==> config.mk <==
export PLATFORM = sky130hd
export DESIGN_NAME = gpio_port_with_ext_interrupt
export DESIGN_NICKNAME = d
export VERILOG_FILES = /design/src/hdl/gpio_port_pkg.sv /design/src/hdl/gpio_pin_sync.sv /design/src/hdl/gpio_port_with_ext_interrupt.sv
export SDC_FILE = /design/constraint.sdc
export NUM_CORES = 1
export LEC_CHECK = 0
export ABC_AREA = 1
export BUFFER_PORTS_ARGS = -buffer_cell sky130_fd_sc_hd__buf_2
export CAP_MARGIN = 20
export CORE_MARGIN = 10
export CORE_UTILIZATION = 31
export DETAILED_ROUTE_END_ITERATION = 7
export GPL_TIMING_DRIVEN = 0
export PLACE_DENSITY_LB_ADDON = 0.12
export SYNTH_ARGS = -nofsm -noshare
export SYNTH_HDL_FRONTEND = slang
export SYNTH_SLANG_ARGS = --single-unit
==> constraint.sdc <==
create_clock -name i_sys_clk -period 1.3 [get_ports i_sys_clk]
set_clock_uncertainty 0.15 [all_clocks]
set_input_delay 0.26 -clock i_sys_clk [delete_from_list [all_inputs] [get_ports i_sys_clk]]
set_output_delay 0.26 -clock i_sys_clk [all_outputs]
set_load 0.05 [all_outputs]
==> src/hdl/gpio_port_pkg.sv <==
// Package: register map, field layout, reset values and sensitivity encodings of the GPIO port
package gpio_port_pkg;

	// ==========================================================================
	// Register byte addresses
	localparam logic [7:0] ADDR_PORT_PIN_DATA  = 8'h00;
	localparam logic [7:0] ADDR_PORT_DIRECTION = 8'h04;
	localparam logic [7:0] ADDR_PORT_OPTION    = 8'h08;
	localparam logic [7:0] ADDR_INT_SENSE      = 8'h0C;
	localparam logic [7:0] ADDR_INT_STATUS     = 8'h10;

	// ==========================================================================
	// Reset values
	localparam logic [7:0] RST_PORT_REG  = 8'h00;
	localparam logic [1:0] RST_INT_SENSE = 2'h0;

	// ==========================================================================
	// Status register fields
	localparam int STAT_PENDING_BIT = 0;
	localparam int STAT_GMASK_BIT   = 1;

	// ==========================================================================
	// Sensitivity encodings
	typedef enum logic [1:0] {
		SENSE_FALL_LOW = 2'h0,
		SENSE_RISE     = 2'h1,
		SENSE_FALL     = 2'h2,
		SENSE_BOTH     = 2'h3
	} ext_int_sensitivity_t;

	// ==========================================================================
	// AXI responses
	localparam logic [1:0] RESP_OKAY   = 2'h0;
	localparam logic [1:0] RESP_SLVERR = 2'h2;

endpackage

==> src/hdl/gpio_pin_sync.sv <==
// Two-stage synchroniser for the asynchronous pin levels
module gpio_pin_sync
	import gpio_port_pkg::*;
#(
	parameter int WIDTH = 8
) (
	// Clock and reset
	input  wire logic             i_sys_clk,
	input  wire logic             i_rst_n,
	input  wire logic             i_clk_en,
	// Data
	input  wire logic [WIDTH-1:0] i_async,
	output logic      [WIDTH-1:0] o_sync
);

	logic [WIDTH-1:0] stage1;

	if (WIDTH < 1) begin : bad_width
		$error("gpio_pin_sync: WIDTH must be at least 1");
	end

	always_ff @(posedge i_sys_clk or negedge i_rst_n) begin
		if (!i_rst_n) begin
			stage1 <= '0;
			o_sync <= '0;
		end else if (i_clk_en) begin
			stage1 <= i_async;
			o_sync <= stage1;
		end
	end

endmodule

==> src/hdl/gpio_port_with_ext_interrupt.sv <==
// GPIO port with per-pin direction, option, alternate functions and external interrupt
module gpio_port_with_ext_interrupt
	import gpio_port_pkg::*;
#(
	parameter int          PINS     = 8,
	parameter logic [7:0]  INT_PINS = 8'hFF
) (
	// Clock, reset, enable
	input  wire logic            i_sys_clk,
	input  wire logic            i_rst_n,
	input  wire logic            i_clk_en,
	// AXI4-Lite write address
	input  wire logic [7:0]      i_awaddr,
	input  wire logic            i_awvalid,
	output logic                 o_awready,
	// AXI4-Lite write data
	input  wire logic [31:0]     i_wdata,
	input  wire logic [3:0]      i_wstrb,
	input  wire logic            i_wvalid,
	output logic                 o_wready,
	// AXI4-Lite write response
	output logic [1:0]           o_bresp,
	output logic                 o_bvalid,
	input  wire logic            i_bready,
	// AXI4-Lite read address
	input  wire logic [7:0]      i_araddr,
	input  wire logic            i_arvalid,
	output logic                 o_arready,
	// AXI4-Lite read data
	output logic [31:0]          o_rdata,
	output logic [1:0]           o_rresp,
	output logic                 o_rvalid,
	input  wire logic            i_rready,
	// Pins
	input  wire logic [PINS-1:0] i_pin,
	output logic [PINS-1:0]      o_pin,
	output logic [PINS-1:0]      o_pin_oe_n,
	output logic [PINS-1:0]      o_pull_up_en,
	// On-chip peripherals
	input  wire logic [PINS-1:0] i_alt_out_en,
	input  wire logic [PINS-1:0] i_alt_out,
	input  wire logic [PINS-1:0] i_alt_open_drain,
	input  wire logic [PINS-1:0] i_alt_in_en,
	output logic [PINS-1:0]      o_alt_in,
	// CPU interrupt side
	input  wire logic            i_cpu_int_mask,
	input  wire logic            i_vector_fetch,
	output logic                 o_ext_int_req,
	output logic                 o_wakeup
);

	if (PINS < 1 || PINS > 8) begin : bad_pins
		$error("gpio_port: PINS must be 1 to 8");
	end

	// ==========================================================================
	// Registers
	logic [PINS-1:0]      data_latch;
	logic [PINS-1:0]      port_direction;
	logic [PINS-1:0]      port_option;
	ext_int_sensitivity_t ext_int_sensitivity;
	logic [PINS-1:0]      pin_level;
	logic [PINS-1:0]      pin_level_d;
	logic                 int_pending;

	function automatic logic [PINS-1:0] merge_bits(input logic [PINS-1:0] old_v,
			input logic [31:0] wd, input logic [3:0] strb);
		merge_bits = strb[0] ? wd[PINS-1:0] : old_v;
	endfunction

	// ==========================================================================
	// Pin synchroniser
	gpio_pin_sync #(.WIDTH (PINS)) gpio_pin_sync_inst (
		.i_sys_clk (i_sys_clk),
		.i_rst_n   (i_rst_n),
		.i_clk_en  (i_clk_en),
		.i_async   (i_pin),
		.o_sync    (pin_level)
	);

	// ==========================================================================
	// Write channel: address and data taken in either order
	logic        aw_held;
	logic        w_held;
	logic [7:0]  aw_addr;
	logic [31:0] w_data;
	logic [3:0]  w_strb;
	logic        wr_fire;
	logic        wr_hit;
	assign wr_fire = aw_held && w_held && !o_bvalid;

	always_ff @(posedge i_sys_clk or negedge i_rst_n) begin
		if (!i_rst_n) begin
			aw_held   <= 1'b0;
			w_held    <= 1'b0;
			aw_addr   <= 8'h00;
			w_data    <= 32'h0;
			w_strb    <= 4'h0;
			o_awready <= 1'b0;
			o_wready  <= 1'b0;
			o_bvalid  <= 1'b0;
			o_bresp   <= RESP_OKAY;
		end else if (i_clk_en) begin
			o_awready <= !aw_held && !(i_awvalid && o_awready);
			o_wready  <= !w_held && !(i_wvalid && o_wready);
			if (i_awvalid && o_awready) begin
				aw_held <= 1'b1;
				aw_addr <= i_awaddr;
			end
			if (i_wvalid && o_wready) begin
				w_held <= 1'b1;
				w_data <= i_wdata;
				w_strb <= i_wstrb;
			end
			if (wr_fire) begin
				aw_held  <= 1'b0;
				w_held   <= 1'b0;
				o_bvalid <= 1'b1;
				o_bresp  <= wr_hit ? RESP_OKAY : RESP_SLVERR;
			end else if (o_bvalid && i_bready) begin
				o_bvalid <= 1'b0;
			end
		end
	end

	assign wr_hit = aw_addr inside {ADDR_PORT_PIN_DATA, ADDR_PORT_DIRECTION, ADDR_PORT_OPTION,
		ADDR_INT_SENSE, ADDR_INT_STATUS};

	// ==========================================================================
	// Register writes; only the latch changes, pin follows direction
	always_ff @(posedge i_sys_clk or negedge i_rst_n) begin
		if (!i_rst_n) begin
			data_latch     <= RST_PORT_REG[PINS-1:0];
			port_direction <= RST_PORT_REG[PINS-1:0];
			port_option    <= RST_PORT_REG[PINS-1:0];
		end else if (i_clk_en && wr_fire) begin
			case (aw_addr)
				ADDR_PORT_PIN_DATA:  data_latch     <= merge_bits(data_latch, w_data, w_strb);
				ADDR_PORT_DIRECTION: port_direction <= merge_bits(port_direction, w_data, w_strb);
				ADDR_PORT_OPTION:    port_option    <= merge_bits(port_option, w_data, w_strb);
				default: ;
			endcase
		end
	end

	logic sense_write;
	assign sense_write = wr_fire && aw_addr == ADDR_INT_SENSE && w_strb[0];

	always_ff @(posedge i_sys_clk or negedge i_rst_n) begin
		if (!i_rst_n) begin
			ext_int_sensitivity <= ext_int_sensitivity_t'(RST_INT_SENSE);
		end else if (i_clk_en && sense_write) begin
			ext_int_sensitivity <= ext_int_sensitivity_t'(w_data[1:0]);
		end
	end

	// ==========================================================================
	// Pin drive: alternate output overrides DDR, OR and latch
	logic [PINS-1:0] drive_val;
	logic [PINS-1:0] drive_en;
	logic [PINS-1:0] is_int_in;

	always_comb begin
		for (int i = 0; i < PINS; i++) begin
			if (i_alt_out_en[i]) begin
				drive_val[i] = i_alt_out[i];
				drive_en[i]  = !(i_alt_open_drain[i] && i_alt_out[i]);
			end else if (port_direction[i]) begin
				drive_val[i] = data_latch[i];
				drive_en[i]  = port_option[i] || !data_latch[i];
			end else begin
				drive_val[i] = 1'b0;
				drive_en[i]  = 1'b0;
			end
		end
	end

	// Interrupt pins: input not claimed by alternate output, option set, interrupt-capable
	assign is_int_in = ~port_direction & port_option & INT_PINS[PINS-1:0] & ~i_alt_out_en;

	always_ff @(posedge i_sys_clk or negedge i_rst_n) begin
		if (!i_rst_n) begin
			o_pin        <= '0;
			o_pin_oe_n   <= '1;
			o_pull_up_en <= '0;
			o_alt_in     <= '0;
		end else if (i_clk_en) begin
			o_pin        <= drive_val;
			o_pin_oe_n   <= ~drive_en;
			// Pull-up only on plain inputs with option set; floating otherwise
			o_pull_up_en <= ~port_direction & port_option & ~i_alt_out_en;
			// Output pin feeds latch to peripheral input; input pin feeds pin
			o_alt_in     <= i_alt_in_en & ((port_direction & data_latch) |
				(~port_direction & pin_level));
		end
	end

	// ==========================================================================
	// External interrupt: qualify per pin, OR, latch
	logic [PINS-1:0] qual;
	logic            any_event;

	always_comb begin
		for (int i = 0; i < PINS; i++) begin
			case (ext_int_sensitivity)
				SENSE_FALL_LOW: qual[i] = !pin_level[i] || (pin_level_d[i] && !pin_level[i]);
				SENSE_RISE:     qual[i] = pin_level[i] && !pin_level_d[i];
				SENSE_FALL:     qual[i] = !pin_level[i] && pin_level_d[i];
				SENSE_BOTH:     qual[i] = pin_level[i] != pin_level_d[i];
				default:        qual[i] = 1'b0;
			endcase
		end
	end
	assign any_event = |(qual & is_int_in);

	always_ff @(posedge i_sys_clk or negedge i_rst_n) begin
		if (!i_rst_n) begin
			pin_level_d <= '0;
		end else if (i_clk_en) begin
			pin_level_d <= pin_level;
		end
	end

	// Event wins over vector fetch; a sensitivity write discards all pending
	always_ff @(posedge i_sys_clk or negedge i_rst_n) begin
		if (!i_rst_n) begin
			int_pending <= 1'b0;
		end else if (i_clk_en) begin
			if (sense_write) begin
				int_pending <= 1'b0;
			end else if (any_event) begin
				int_pending <= 1'b1;
			end else if (i_vector_fetch) begin
				int_pending <= 1'b0;
			end
		end
	end

	always_ff @(posedge i_sys_clk or negedge i_rst_n) begin
		if (!i_rst_n) begin
			o_ext_int_req <= 1'b0;
			o_wakeup      <= 1'b0;
		end else if (i_clk_en) begin
			o_ext_int_req <= int_pending && !i_cpu_int_mask && !sense_write;
			// Wake is independent of the mask: low power forces it open anyway
			o_wakeup      <= int_pending && !sense_write;
		end
	end

	// ==========================================================================
	// Read channel
	logic [PINS-1:0] data_read;

	// Input pins read pin level, or peripheral output when claimed
	assign data_read = (port_direction & data_latch) |
		(~port_direction & i_alt_out_en & i_alt_out) |
		(~port_direction & ~i_alt_out_en & pin_level);

	always_ff @(posedge i_sys_clk or negedge i_rst_n) begin
		if (!i_rst_n) begin
			o_arready <= 1'b0;
			o_rvalid  <= 1'b0;
			o_rdata   <= 32'h0;
			o_rresp   <= RESP_OKAY;
		end else if (i_clk_en) begin
			o_arready <= !o_rvalid && !(i_arvalid && o_arready);
			if (i_arvalid && o_arready) begin
				o_rvalid <= 1'b1;
				o_rresp  <= RESP_OKAY;
				o_rdata  <= 32'h0;
				case (i_araddr)
					ADDR_PORT_PIN_DATA:  o_rdata[PINS-1:0] <= data_read;
					ADDR_PORT_DIRECTION: o_rdata[PINS-1:0] <= port_direction;
					ADDR_PORT_OPTION:    o_rdata[PINS-1:0] <= port_option;
					ADDR_INT_SENSE:      o_rdata[1:0]      <= ext_int_sensitivity;
					ADDR_INT_STATUS: begin
						o_rdata[STAT_PENDING_BIT] <= int_pending;
						o_rdata[STAT_GMASK_BIT]   <= i_cpu_int_mask;
					end
					default: o_rresp <= RESP_SLVERR;
				endcase
			end else if (o_rvalid && i_rready) begin
				o_rvalid <= 1'b0;
			end
		end
	end

	// ==========================================================================
	// Assertions
	AST_SENSE_DISCARD: assert property (@(posedge i_sys_clk) disable iff (!i_rst_n)
		i_clk_en && sense_write |=> !int_pending) else $error("pending not discarded");
	AST_MASK_BLOCKS: assert property (@(posedge i_sys_clk) disable iff (!i_rst_n)
		i_clk_en && i_cpu_int_mask |=> !o_ext_int_req) else $error("request passed mask");
	AST_EVENT_SETS: assert property (@(posedge i_sys_clk) disable iff (!i_rst_n)
		i_clk_en && any_event && !sense_write |=> int_pending) else $error("event lost");
	AST_FETCH_CLEARS: assert property (@(posedge i_sys_clk) disable iff (!i_rst_n)
		i_clk_en && i_vector_fetch && !any_event |=> !int_pending) else $error("fetch kept req");
	AST_OD_RELEASE: assert property (@(posedge i_sys_clk) disable iff (!i_rst_n)
		i_clk_en && port_direction[1] && !port_option[1] && data_latch[1] && !i_alt_out_en[1]
		|=> o_pin_oe_n[1]) else $error("open-drain drove high");
	AST_PP_DRIVE: assert property (@(posedge i_sys_clk) disable iff (!i_rst_n)
		i_clk_en && port_direction[4] && port_option[4] && !i_alt_out_en[4]
		|=> !o_pin_oe_n[4] && o_pin[4] == $past(data_latch[4])) else $error("push-pull wrong");
	AST_ALT_OVERRIDE: assert property (@(posedge i_sys_clk) disable iff (!i_rst_n)
		i_clk_en && i_alt_out_en[0] && !i_alt_open_drain[0]
		|=> !o_pin_oe_n[0] && o_pin[0] == $past(i_alt_out[0])) else $error("alt not driven");
	AST_INPUT_FLOATS: assert property (@(posedge i_sys_clk) disable iff (!i_rst_n)
		i_clk_en && !port_direction[0] && !i_alt_out_en[0] |=> o_pin_oe_n[0])
		else $error("input pin driven");
	AST_SYNC_DELAY: assert property (@(posedge i_sys_clk) disable iff (!i_rst_n)
		i_clk_en [*3] |-> pin_level == $past(i_pin, 2)) else $error("sync depth wrong");

endmodule

# After elaboration in Yosys (flattened, before gate mapping)
# Cells that the tools add are included.
# totals
word_cells,238
regBits,121
# classes
eq_ne,19
bitwise,16
reduce_logical,121
n_mux,55
# op_table
op,n
8-bit AND,10
1-bit two-way mux,43
1-bit logical AND,41
1-bit zero test,41
8-bit by 4-bit == test with 1-bit output (second input constant),4
1-bit one-hot mux with 4 select lines,8
8-bit inverter,3
8-bit OR,3
6-bit one-hot mux with 3 select lines,1
2-bit AND reduction,9
8-bit by 3-bit == test with 1-bit output (second input constant),2
8-bit by 5-bit == test with 1-bit output (second input constant),2
8-bit zero test,2
1-bit logical OR,16
2-bit one-hot mux with 5 select lines,1
3-bit AND reduction,3
1-bit != test,8
2-bit nonzero test,4
8-bit OR reduction,1
5-bit nonzero test,1
5-bit OR reduction,1
2-bit == test (second input constant),2
2-bit two-way mux,2
3-bit nonzero test,1
other kinds (2),2

# Logic depth before layout (Yosys ltp)
# Gate-level depths: netlist of run 1.
# depth
depth_word,8
ltp_mapped,12
depth_no_buf,12

# Hierarchy
# Synthesis of run 1 repeated with hierarchy kept, for this count alone.
# unflattened
hier_cells,767
hier_area_um2,6324.8
# modules_own_cells
module,cells_per_inst,instances,area_each_um2,seq_area_each_um2
gpio_port_with_ext_interrupt,699,1,5647.9,2587.5
gpio_pin_sync,68,1,676.9,400.4

# Least setup slack after synthesis of run 1
# OpenSTA, ideal clock, no wires.
# synth_timing
kind,reg-to-reg
startpoint,register o_bvalid
endpoint,register data_latch[0]
arrival_ps,1443
period_less_slack_ps,1712
path_slack_ps,-412
t_required_ps,1031
path_stages_with_launch,10
path_buffers,1
path_cell_list,dfrtp_1 -> inv_1 -> nand3_1 -> inv_1 -> nand2_2 -> nor2_2 -> nand3_2 -> buf_6 -> nand2_1 -> o21ai_2
# synth_via
elab_chain_cells,4
# synth_lines
item,line_no,rtl
from (decl),gpio_port_with_ext_interrupt.sv:23,"output logic o_bvalid,"
from (signal assigned),gpio_port_with_ext_interrupt.sv:101,o_bvalid <= 1'b0;
from (signal assigned),gpio_port_with_ext_interrupt.sv:118,o_bvalid <= 1'b1;
from (signal assigned),gpio_port_with_ext_interrupt.sv:121,o_bvalid <= 1'b0;
1-bit zero test,gpio_port_with_ext_interrupt.sv:90,assign wr_fire = aw_held && w_held && !o_bvalid;
1-bit logical AND,gpio_port_with_ext_interrupt.sv:90,
1-bit logical AND,gpio_port_with_ext_interrupt.sv:136,end else if (i_clk_en && wr_fire) begin
3-bit AND reduction (no line),--,
to (signal assigned),gpio_port_with_ext_interrupt.sv:133,data_latch <= RST_PORT_REG[PINS-1:0];
to (signal assigned),gpio_port_with_ext_interrupt.sv:138,"ADDR_PORT_PIN_DATA: data_latch <= merge_bits(data_latch, w_data, w_strb);"
to (decl),gpio_port_with_ext_interrupt.sv:58,logic [PINS-1:0] data_latch;
# No other way between the ends.
# A chain may end at the register's enable or synchronous reset.

# Worst setup path after layout of run 1
# layout_timing
startpoint,register aw_addr[7]
endpoint,register data_latch[0]
# layout_via
elab_chain_cells,2
# layout_lines
item,line_no,rtl
from (decl),gpio_port_with_ext_interrupt.sv:85,logic [7:0] aw_addr;
from (signal assigned),gpio_port_with_ext_interrupt.sv:108,aw_addr <= i_awaddr;
8-bit zero test,gpio_port_with_ext_interrupt.sv:137,case (aw_addr)
3-bit AND reduction (no line),--,
# No other way between the ends.

==> results of run 1 <==
[logic make-up after synthesis]
| family | count (synthesis) | synth area share [%] |
|---|---|---|
| DFF | 119 | 48.9 |
| AOI/OAI and AO/OA | 127 | 11.8 |
| buffers and inverters | 135 | 10.6 |
| adders and majority gates | 16 | 3.27 |
| other | 1 | 0.0613 |
| and+or+nand+nor | 362 | 25.4 |
[metrics by stage]
step	total power, W	setup TNS (ns)
2_1_floorplan	0.00725	-5.96
3_3_place_gp	0.00826	-263.95
3_5_place_dp	0.00829	-44.73
4_1_cts	0.0139	-13.12
5_1_grt	0.0150	-16.36
6_report	0.0142	-12.10
[per-layer routing]
layer / up-vias / GRT usage, %
met1: 2930 / 22.4
li1: 3030 / -
met4: 0 / 5.01
met2: 183 / 26.9
met3: 26 / 5.19
met5: - / 0
[critical path, cell delays in order (launching register included)]
cell and delay, ns:
dfrtp_1 0.38, nor2_2 0.15, nand2_2 0.10, buf_6 0.13, nor2_4 0.15, nand3_4 0.13, buf_12 0.18, nand2_2 0.06
o21ai_2 0.05
[path summary, 6_finish.rpt]
check | start | slack (ns) | to
worst max-delay path | aw_addr[7] | -0.29 | data_latch[0]
worst min-delay path | i_awvalid | 0.01 | aw_held
worst max register to register | aw_addr[7] | -0.29 | data_latch[0]
worst min register to register | gpio_pin_sync_inst.stage1[5] | 0.32 | gpio_pin_sync_inst.stage1[5]
max in group asynchronous | i_rst_n | 0.17 | o_pin_oe_n[4]
min in group asynchronous | i_rst_n | 0.16 | gpio_pin_sync_inst.stage1[7]
[placed cells by master, fill, tap and decap left out, types with 14 or more instances in the layout]
cell type and n:
o21ai_0 52, o21ai_1 18, buf_4 83, dfrtp_1 97
nand2_2 25, clkbuf_16 18, inv_1 60, nor2_1 38
conb_1 26, nand3_1 65, buf_6 59, o21ai_2 16
dlygate4sd3_1 56, dfrtp_2 14, nand2_1 179, inv_2 21
buf_2 77, a31oi_1 19
[layout make-up]
cell class	instances	area share [%]
clock inverters	12	1.28
inverters	85	3.35
well taps	265	3.36
repair buffers	255	22.8
clock buffers	20	4.63
plain buffers	48	3.70
multi-input cells	531	30.4
flip-flops and latches	119	30.5
[where the power goes]
| part | leakage, nW | switching, W | internal [W] |
|---|---|---|---|
| clock network | 0.274 | 0.00176 | 0.00291 |
| logic | 3.21 | 0.00276 | 0.00179 |
| registers | 1.44 | 0.000591 | 0.00443 |
| total | 4.93 | 0.00511 | 0.00912 |
[timing repair]
| item | CTS | global route |
|---|---|---|
| resized for setup | 198 | 72 |
| cloned | 2 | 1 |
| buffers inserted | 38 | 35 |
| endpoints found under the hold margin | 90 | 1 |
| hold buffers | 57 | 1 |
| pin swaps | 16 | 21 |
| endpoints found under the setup margin | 120 | 166 |
==> reports/qor.txt, run 1 <==
synthesis warning total -> 0
Final Cycle Share -> 122%
Final setup viols -> 80
Inst Count DP -> 1174
Finished Layout Cells -> 1335
initial antenna violation count -> 0
antenna cell count -> 0
FFs w/ async S/R, synth -> 100%
post-route cell area -> 9860 µm²
die height -> 160 µm
number of cells on the worst reg-to-reg path -> 8
routed len/inst -> 17.1 µm
leak pwr -> 4.93 nW
drt first pass iters -> 5
WP data required -> 1.46 ns
most frequent cell after synthesis -> nand2_1
Die X -> 160 µm
largest net degree at the start of global routing -> 89
Startpoint Class -> flop
CTS tree -> done
Worst Hold Slack -> 0.0126 ns
gr usage total -> 17.2%
max-cap viol count -> 0
htree depth -> 4
io pins -> 177
Worst Hold Path Cells -> 3
core area -> 19500 µm²
final wirelength -> 22.8 mm
clock slew at reported path FFs -> 0.06 ns
fmax -> 0.629 GHz
final setup margin -> -0.290 ns
Critical Path Fanout Max -> 10
WL met2 -> 10.4 mm
# fillers -> 1863
CTS Buffer Depth -> 2
storage element area -> 3010 µm²
RSZ-0062 raised after global routing -> true
P per Cell Area -> 1440 nW/µm²
die area -> 25700 µm²
layout cells sized above 1 -> 39.5%
cell taking the most area after synthesis -> dfrtp_1
clk sinks -> 119
Yosys reg bits -> 119
multi-input logic area -> 2990 µm²
1st-iter DRT viols -> 346
Highest Signal Layer -> met4
Clock Root Buffer -> clkbuf_16
synth cell count leaders -> nand2_1 (214), dfrtp_1 (111), inv_1 (79)
minimum clock period -> 1.59 ns
Layout area overhead -> 61.3%
CTS Buf Count -> 17
site row count -> 51
Seq/Total Area, Yosys -> 48.9%
met3 WL -> 1.54 mm
number of global-route vias before repair -> 6249
Hold Path Class -> input port to flop
Final Hold Viols -> 0
Area after DPL -> 7270 µm²
VDD IR max -> 0.00110 V
largest cells by area after synthesis -> dfrtp_1 (45%), nand2_1 (13%), nand3_1 (6.1%)
initial core utilization -> 31.4%
Critical Path Sink Type -> flop
drt via density -> 4.62
DRC Markers -> 0
Synth Instances -> 760
hpwl dp -> 15.6 mm
EDFF count, synth -> 0
Yosys cell types -> 34
Final nets -> 1175
max-slew violation count -> 0
failing checks -> setup timing
vias -> 6169
Synth Flop Type -> dfrtp_1
number of I/O port buffers -> 123
outcome -> complete, but fails checks
final core utilization -> 50.7%
GPL Wtd Cong -> 0.817
Synth Cell Area -> 6110 µm²
Crit Path Class -> flop to flop
Place WS -> -0.577 ns
first-pass GRT wire length -> 34.6 mm
clock latency on the worst-skew pair -> 0.42 ns
met1 wire length -> 10.5 mm
crit path DAT -> 1.75 ns
top-area cell type share of the netlist area -> 45.4%
Final ANT Viol Nets -> 0
grt total ovfl -> 0
Avg Inst Size Synth -> 8.05 µm²
No activity file was read; power rests on OpenSTA's default activity.
==> run 2, diff against run 1 <==
HOLD_SLACK_MARGIN = 0.02   (was default)
==> reports/qor.txt, run 2 (synthesis results as in run 1) <==
minimum clock period -> 1.59 ns (about the same)
failing checks -> setup timing (unchanged)
initial core utilization -> 31.4% (unchanged)
Layout area overhead -> 61.8% (was 61.3%)
1st-iter DRT viols -> 407 (was 346)
GPL Wtd Cong -> 0.817 (unchanged)
antenna cell count -> 0 (unchanged)
crit path DAT -> 1.75 ns (about the same)
DRC Markers -> 0 (unchanged)
layout cells sized above 1 -> 39.6% (was 39.5%)
CTS Buf Count -> 17 (unchanged)
final setup margin -> -0.289 ns (was -0.290 ns)
Hold Path Class -> input port to flop (unchanged)
number of I/O port buffers -> 123 (unchanged)
leak pwr -> 4.95 nW (was 4.93 nW)
fmax -> 0.629 GHz (about the same)
die area -> 25700 µm² (unchanged)
number of global-route vias before repair -> 6250 (was 6249)
Die X -> 160 µm (unchanged)
first-pass GRT wire length -> 34.6 mm (about the same)
gr usage total -> 17.1% (was 17.2%)
WP data required -> 1.46 ns (about the same)
CP dominant cell by count -> nand2_2 (unchanged)
Final Hold Viols -> 0 (unchanged)
Critical Path Sink Type -> flop (unchanged)
Crit Path Class -> flop to flop (unchanged)
Final setup viols -> 80 (unchanged)
Worst Hold Slack -> 0.0157 ns (was 0.0126 ns)
P per Cell Area -> 1440 nW/µm² (about the same)
VDD IR max -> 0.00110 V (about the same)
io pins -> 177 (unchanged)
clk sinks -> 119 (unchanged)
grt total ovfl -> 0 (unchanged)
Final Cycle Share -> 122% (about the same)
drt via density -> 4.60 (was 4.62)
# fillers -> 1865 (was 1863)
flop-to-flop setup slack -> -0.29 ns (about the same)
CTS Buffer Depth -> 2 (unchanged)
clock slew at reported path FFs -> 0.06 ns (about the same)
final wirelength -> 22.7 mm (was 22.8 mm)
CP Cell Sequence -> nor2_2 > nand2_2 > buf_6 > nor2_4 > nand3_4 > buf_12 > nand2_2 > o21ai_2 (unchanged)
initial antenna violation count -> 0 (unchanged)
RSZ-0062 raised after global routing -> true (unchanged)
slowest CP cell -> dfrtp_1 (unchanged)
Final ANT Viol Nets -> 0 (unchanged)
CTS tree -> done (unchanged)
max-cap viol count -> 0 (unchanged)
Clock Root Buffer -> clkbuf_16 (unchanged)
commonest non-fill, non-tap cell in the layout -> nand2_1 (unchanged)
CP top delay family -> simple AND/OR/NAND/NOR gates (unchanged)
hpwl dp -> 15.6 mm (unchanged)
Critical Path Fanout Max -> 10 (unchanged)
most frequent cells in the layout -> nand2_1 (178), dfrtp_1 (97), buf_4 (83) (was nand2_1 (179), dfrtp_1 (97), buf_4 (83))
clock latency on the worst-skew pair -> 0.42 ns (about the same)
htree depth -> 4 (unchanged)
Place WS -> -0.577 ns (unchanged)
Final nets -> 1177 (was 1175)
worst path bufs/invs -> 2 (unchanged)
die height -> 160 µm (unchanged)
vias -> 6156 (was 6169)
outcome -> complete, but fails checks (unchanged)
largest net degree at the start of global routing -> 89 (unchanged)
Startpoint Class -> flop (unchanged)
Worst path max stage delay -> 0.38 ns (about the same)
max-slew violation count -> 0 (unchanged)
core area -> 19500 µm² (unchanged)
site row count -> 51 (unchanged)
drt first pass iters -> 5 (unchanged)
routed len/inst -> 17.0 µm (was 17.1 µm)
[run 2: final timing paths]
| kind | from | to | depth (start not counted) |
|---|---|---|---|
| worst max-delay path | aw_addr[7] | data_latch[0] | 8 |
| worst min-delay path | i_awvalid | aw_held | 3 |
| worst max register to register | aw_addr[7] | data_latch[0] | 8 |
| worst min register to register | gpio_pin_sync_inst.stage1[5] | gpio_pin_sync_inst.stage1[5] | 2 |
| max in group asynchronous | i_rst_n | o_pin_oe_n[4] | 3 |
| min in group asynchronous | i_rst_n | gpio_pin_sync_inst.stage1[7] | 2 |
[run 2: report_power, final]
group	switching [W]	leakage (nW)	internal, W
clock	0.00176	0.274	0.00291
combinational	0.00276	3.23	0.00180
sequential	0.000591	1.44	0.00443
total	0.00510	4.95	0.00913
[run 2: metal layers]
metal	wire length (µm)	global-route usage [%]	vias to the layer above	share of wire, %
met5	0	0	-	0
met4	372	5.01	0	1.6
met3	1360	5.19	25	6.0
met2	10400	26.9	179	46
met1	10600	22.3	2923	47
li1	-	-	3029	-
[run 2: worst min-delay path: cells and delay by family]
family                 cells  cell delay [ns]
and+or+nand+nor            1             0.11
buffers and inverters      1             0.11
AOI/OAI and AO/OA          1             0.07
[run 2: layout make-up]
cell class / instances / area [µm²] / share of cell area [%]
Sequential cell: 119 / 3010 / 30.4
Multi-Input combinational cell: 531 / 3000 / 30.3
Timing Repair Buffer: 257 / 2280 / 23.0
Clock buffer: 20 / 457 / 4.62
Buffer: 48 / 365 / 3.69
Tap cell: 265 / 332 / 3.35
Inverter: 85 / 330 / 3.34
Clock inverter: 12 / 126 / 1.28
[run 2: timing repair]
action | 4_1_cts | 5_1_grt
gates resized for setup | 198 | 76
hold buffers | 58 | 3
pin swaps | 16 | 21
endpoints found under the hold margin | 118 | 4
cloned | 2 | 1
setup endpoints to repair | 120 | 163
setup buffers | 38 | 35
[run 2: stage by stage]
stage	instances	utilization, %	total power (W)	area [µm²]	TNS (ns)
global route	1337	50.8	0.0150	9890	-16.39
finish	1337	50.8	0.0142	9890	-11.99
detailed placement	1174	37.3	0.00829	7270	-44.73
CTS	1303	48.3	0.0139	9400	-13.38
global placement	1173	37.2	0.00826	7230	-263.95
floorplan	785	-	0.00725	6290	-5.96
==> run 3, diff against run 2 <==
SKIP_LAST_GASP = 1   (was default)
==> reports/qor.txt, run 3 (synthesis results as in run 1) <==
io pins -> 177 (unchanged)
Hold Path Class -> input port to flop (unchanged)
Crit Path Class -> flop to flop (unchanged)
hpwl dp -> 15.6 mm (unchanged)
fmax -> 0.621 GHz (was 0.629 GHz)
CP Cell Sequence -> buf_4 > nor2_4 > a21oi_1 > nand2_1 > nand2_2 > nor2_2 > nand3_1 > nand2_1 > inv_1 (was nor2_2 > nand2_2 > buf_6 > nor2_4 > nand3_4 > buf_12 > nand2_2 > o21ai_2)
crit path DAT -> 1.78 ns (was 1.75 ns)
drt first pass iters -> 5 (unchanged)
layout cells sized above 1 -> 39.3% (was 39.6%)
storage element area -> 3010 µm² (unchanged)
initial antenna violation count -> 0 (unchanged)
Die X -> 160 µm (unchanged)
CTS Buffer Depth -> 2 (unchanged)
drt via density -> 4.62 (was 4.60)
worst path bufs/invs -> 2 (unchanged)
slowest CP cell -> dfrtp_2 (was dfrtp_1)
gr usage total -> 17.1% (about the same)
clock slew at reported path FFs -> 0.06 ns (about the same)
clock latency on the worst-skew pair -> 0.43 ns (was 0.42 ns)
grt total ovfl -> 0 (unchanged)
CP dominant cell by count -> nand2_1 (was nand2_2)
max-slew violation count -> 0 (unchanged)
Startpoint Class -> flop (unchanged)
GPL Wtd Cong -> 0.817 (unchanged)
leak pwr -> 4.96 nW (was 4.95 nW)
VDD IR max -> 0.00111 V (was 0.00110 V)
die area -> 25700 µm² (unchanged)
Worst path max stage delay -> 0.46 ns (was 0.38 ns)
post-route cell area -> 9880 µm² (was 9890 µm²)
largest net degree at the start of global routing -> 89 (unchanged)
max-cap viol count -> 0 (unchanged)
first-pass GRT wire length -> 34.5 mm (was 34.6 mm)
final wirelength -> 22.7 mm (about the same)
Critical Path Fanout Max -> 6 (was 10)
1st-iter DRT viols -> 370 (was 407)
number of I/O port buffers -> 123 (unchanged)
core area -> 19500 µm² (unchanged)
routed len/inst -> 17.0 µm (about the same)
multi-input logic area -> 2970 µm² (was 3000 µm²)
CTS tree -> done (unchanged)
Critical Path Sink Type -> flop (unchanged)
most frequent cells in the layout -> nand2_1 (179), dfrtp_1 (97), buf_4 (84) (was nand2_1 (178), dfrtp_1 (97), buf_4 (83))
WP data required -> 1.47 ns (was 1.46 ns)
failing checks -> setup timing (unchanged)
final core utilization -> 50.8% (about the same)
initial core utilization -> 31.4% (unchanged)
Final ANT Viol Nets -> 0 (unchanged)
number of global-route vias before repair -> 6249 (was 6250)
htree depth -> 4 (unchanged)
commonest non-fill, non-tap cell in the layout -> nand2_1 (unchanged)
RSZ-0062 raised after global routing -> true (unchanged)
antenna cell count -> 0 (unchanged)
Final Cycle Share -> 124% (was 122%)
CP top delay family -> simple AND/OR/NAND/NOR gates (unchanged)
outcome -> complete, but fails checks (unchanged)
site row count -> 51 (unchanged)
# fillers -> 1878 (was 1865)
vias -> 6182 (was 6156)
Area after DPL -> 7270 µm² (unchanged)
Final setup viols -> 81 (was 80)
minimum clock period -> 1.61 ns (was 1.59 ns)
CTS Buf Count -> 17 (unchanged)
P per Cell Area -> 1440 nW/µm² (about the same)
clk sinks -> 119 (unchanged)
Final Hold Viols -> 0 (unchanged)
Clock Root Buffer -> clkbuf_16 (unchanged)
die height -> 160 µm (unchanged)
DRC Markers -> 0 (unchanged)
Final nets -> 1179 (was 1177)
Layout area overhead -> 61.7% (was 61.8%)
final setup margin -> -0.311 ns (was -0.289 ns)
[run 3: cell types whose count changed in the layout (fill, tap and decap cells not counted), sizes merged]
cell / previous run / this run
buf: 236 / 238
[run 3: power breakdown]
| part | leakage (nW) | switching [W] | total [W] | internal, W |
|---|---|---|---|---|
| clock | 0.274 | 0.00176 | 0.00467 | 0.00291 |
| sequential | 1.44 | 0.000589 | 0.00501 | 0.00443 |
| combinational | 3.24 | 0.00275 | 0.00456 | 0.00180 |
| total | 4.96 | 0.00510 | 0.0142 | 0.00914 |
[run 3: per-stage QoR]
stage          std cells  setup TNS, ns  hold slack [ns]  setup WS [ns]  total power (W)
2_1_floorplan        785          -5.96           -0.186         -0.262          0.00725
3_3_place_gp        1173        -263.95            0.309          -2.14          0.00826
3_5_place_dp        1174         -44.73           0.0217         -0.577          0.00829
4_1_cts             1303         -13.39         0.000475         -0.275           0.0139
5_1_grt             1339         -16.48          0.00781         -0.415           0.0150
6_report            1339         -12.20           0.0105         -0.311           0.0142
[run 3: timing repair]
| action | CTS | global route |
|---|---|---|
| gates resized for setup | 195 | 72 |
| pin swaps | 16 | 24 |
| setup endpoints to repair | 120 | 172 |
| buffers inserted | 38 | 37 |
| hold buffers | 58 | 3 |
| hold endpoints to repair | 118 | 3 |
| cloned | 2 | 1 |
[run 3: per-layer routing]
| metal | routed length [µm] | track usage, % |
|---|---|---|
| met4 | 338 | 5.01 |
| met5 | 0 | 0 |
| met1 | 10400 | 22.3 |
| met3 | 1530 | 5.19 |
| met2 | 10400 | 26.8 |
[run 3: worst reg2reg max path, cell delays in order, from the launching register on]
cell	delay (ns)
dfrtp_2	0.46
buf_4	0.16
nor2_4	0.16
a21oi_1	0.10
nand2_1	0.08
nand2_2	0.06
nor2_2	0.13
nand3_1	0.10
nand2_1	0.06
inv_1	0.04
[run 3: final timing paths]
path / endpoint / startpoint / slack, ns / cells after the start
setup / recovery: int_pending / ext_int_sensitivity[0] / -0.31 / 9
max in group asynchronous: o_pin_oe_n[7] / i_rst_n / 0.18 / 3
min in group asynchronous: gpio_pin_sync_inst.stage1[7] / i_rst_n / 0.15 / 2
setup reg to reg: int_pending / ext_int_sensitivity[0] / -0.31 / 9
hold reg to reg: gpio_pin_sync_inst.stage1[5] / gpio_pin_sync_inst.stage1[5] / 0.32 / 2
hold / removal: o_pin_oe_n[2] / i_alt_out_en[2] / 0.01 / 4
[run 3: cell type report]
class,count,area share [%]
Multi-Input combinational cell,531,30.1
Timing Repair Buffer,259,23.2
Buffer,48,3.70
Clock inverter,12,1.28
Sequential cell,119,30.4
Tap cell,265,3.35
Inverter,85,3.32
Clock buffer,20,4.62
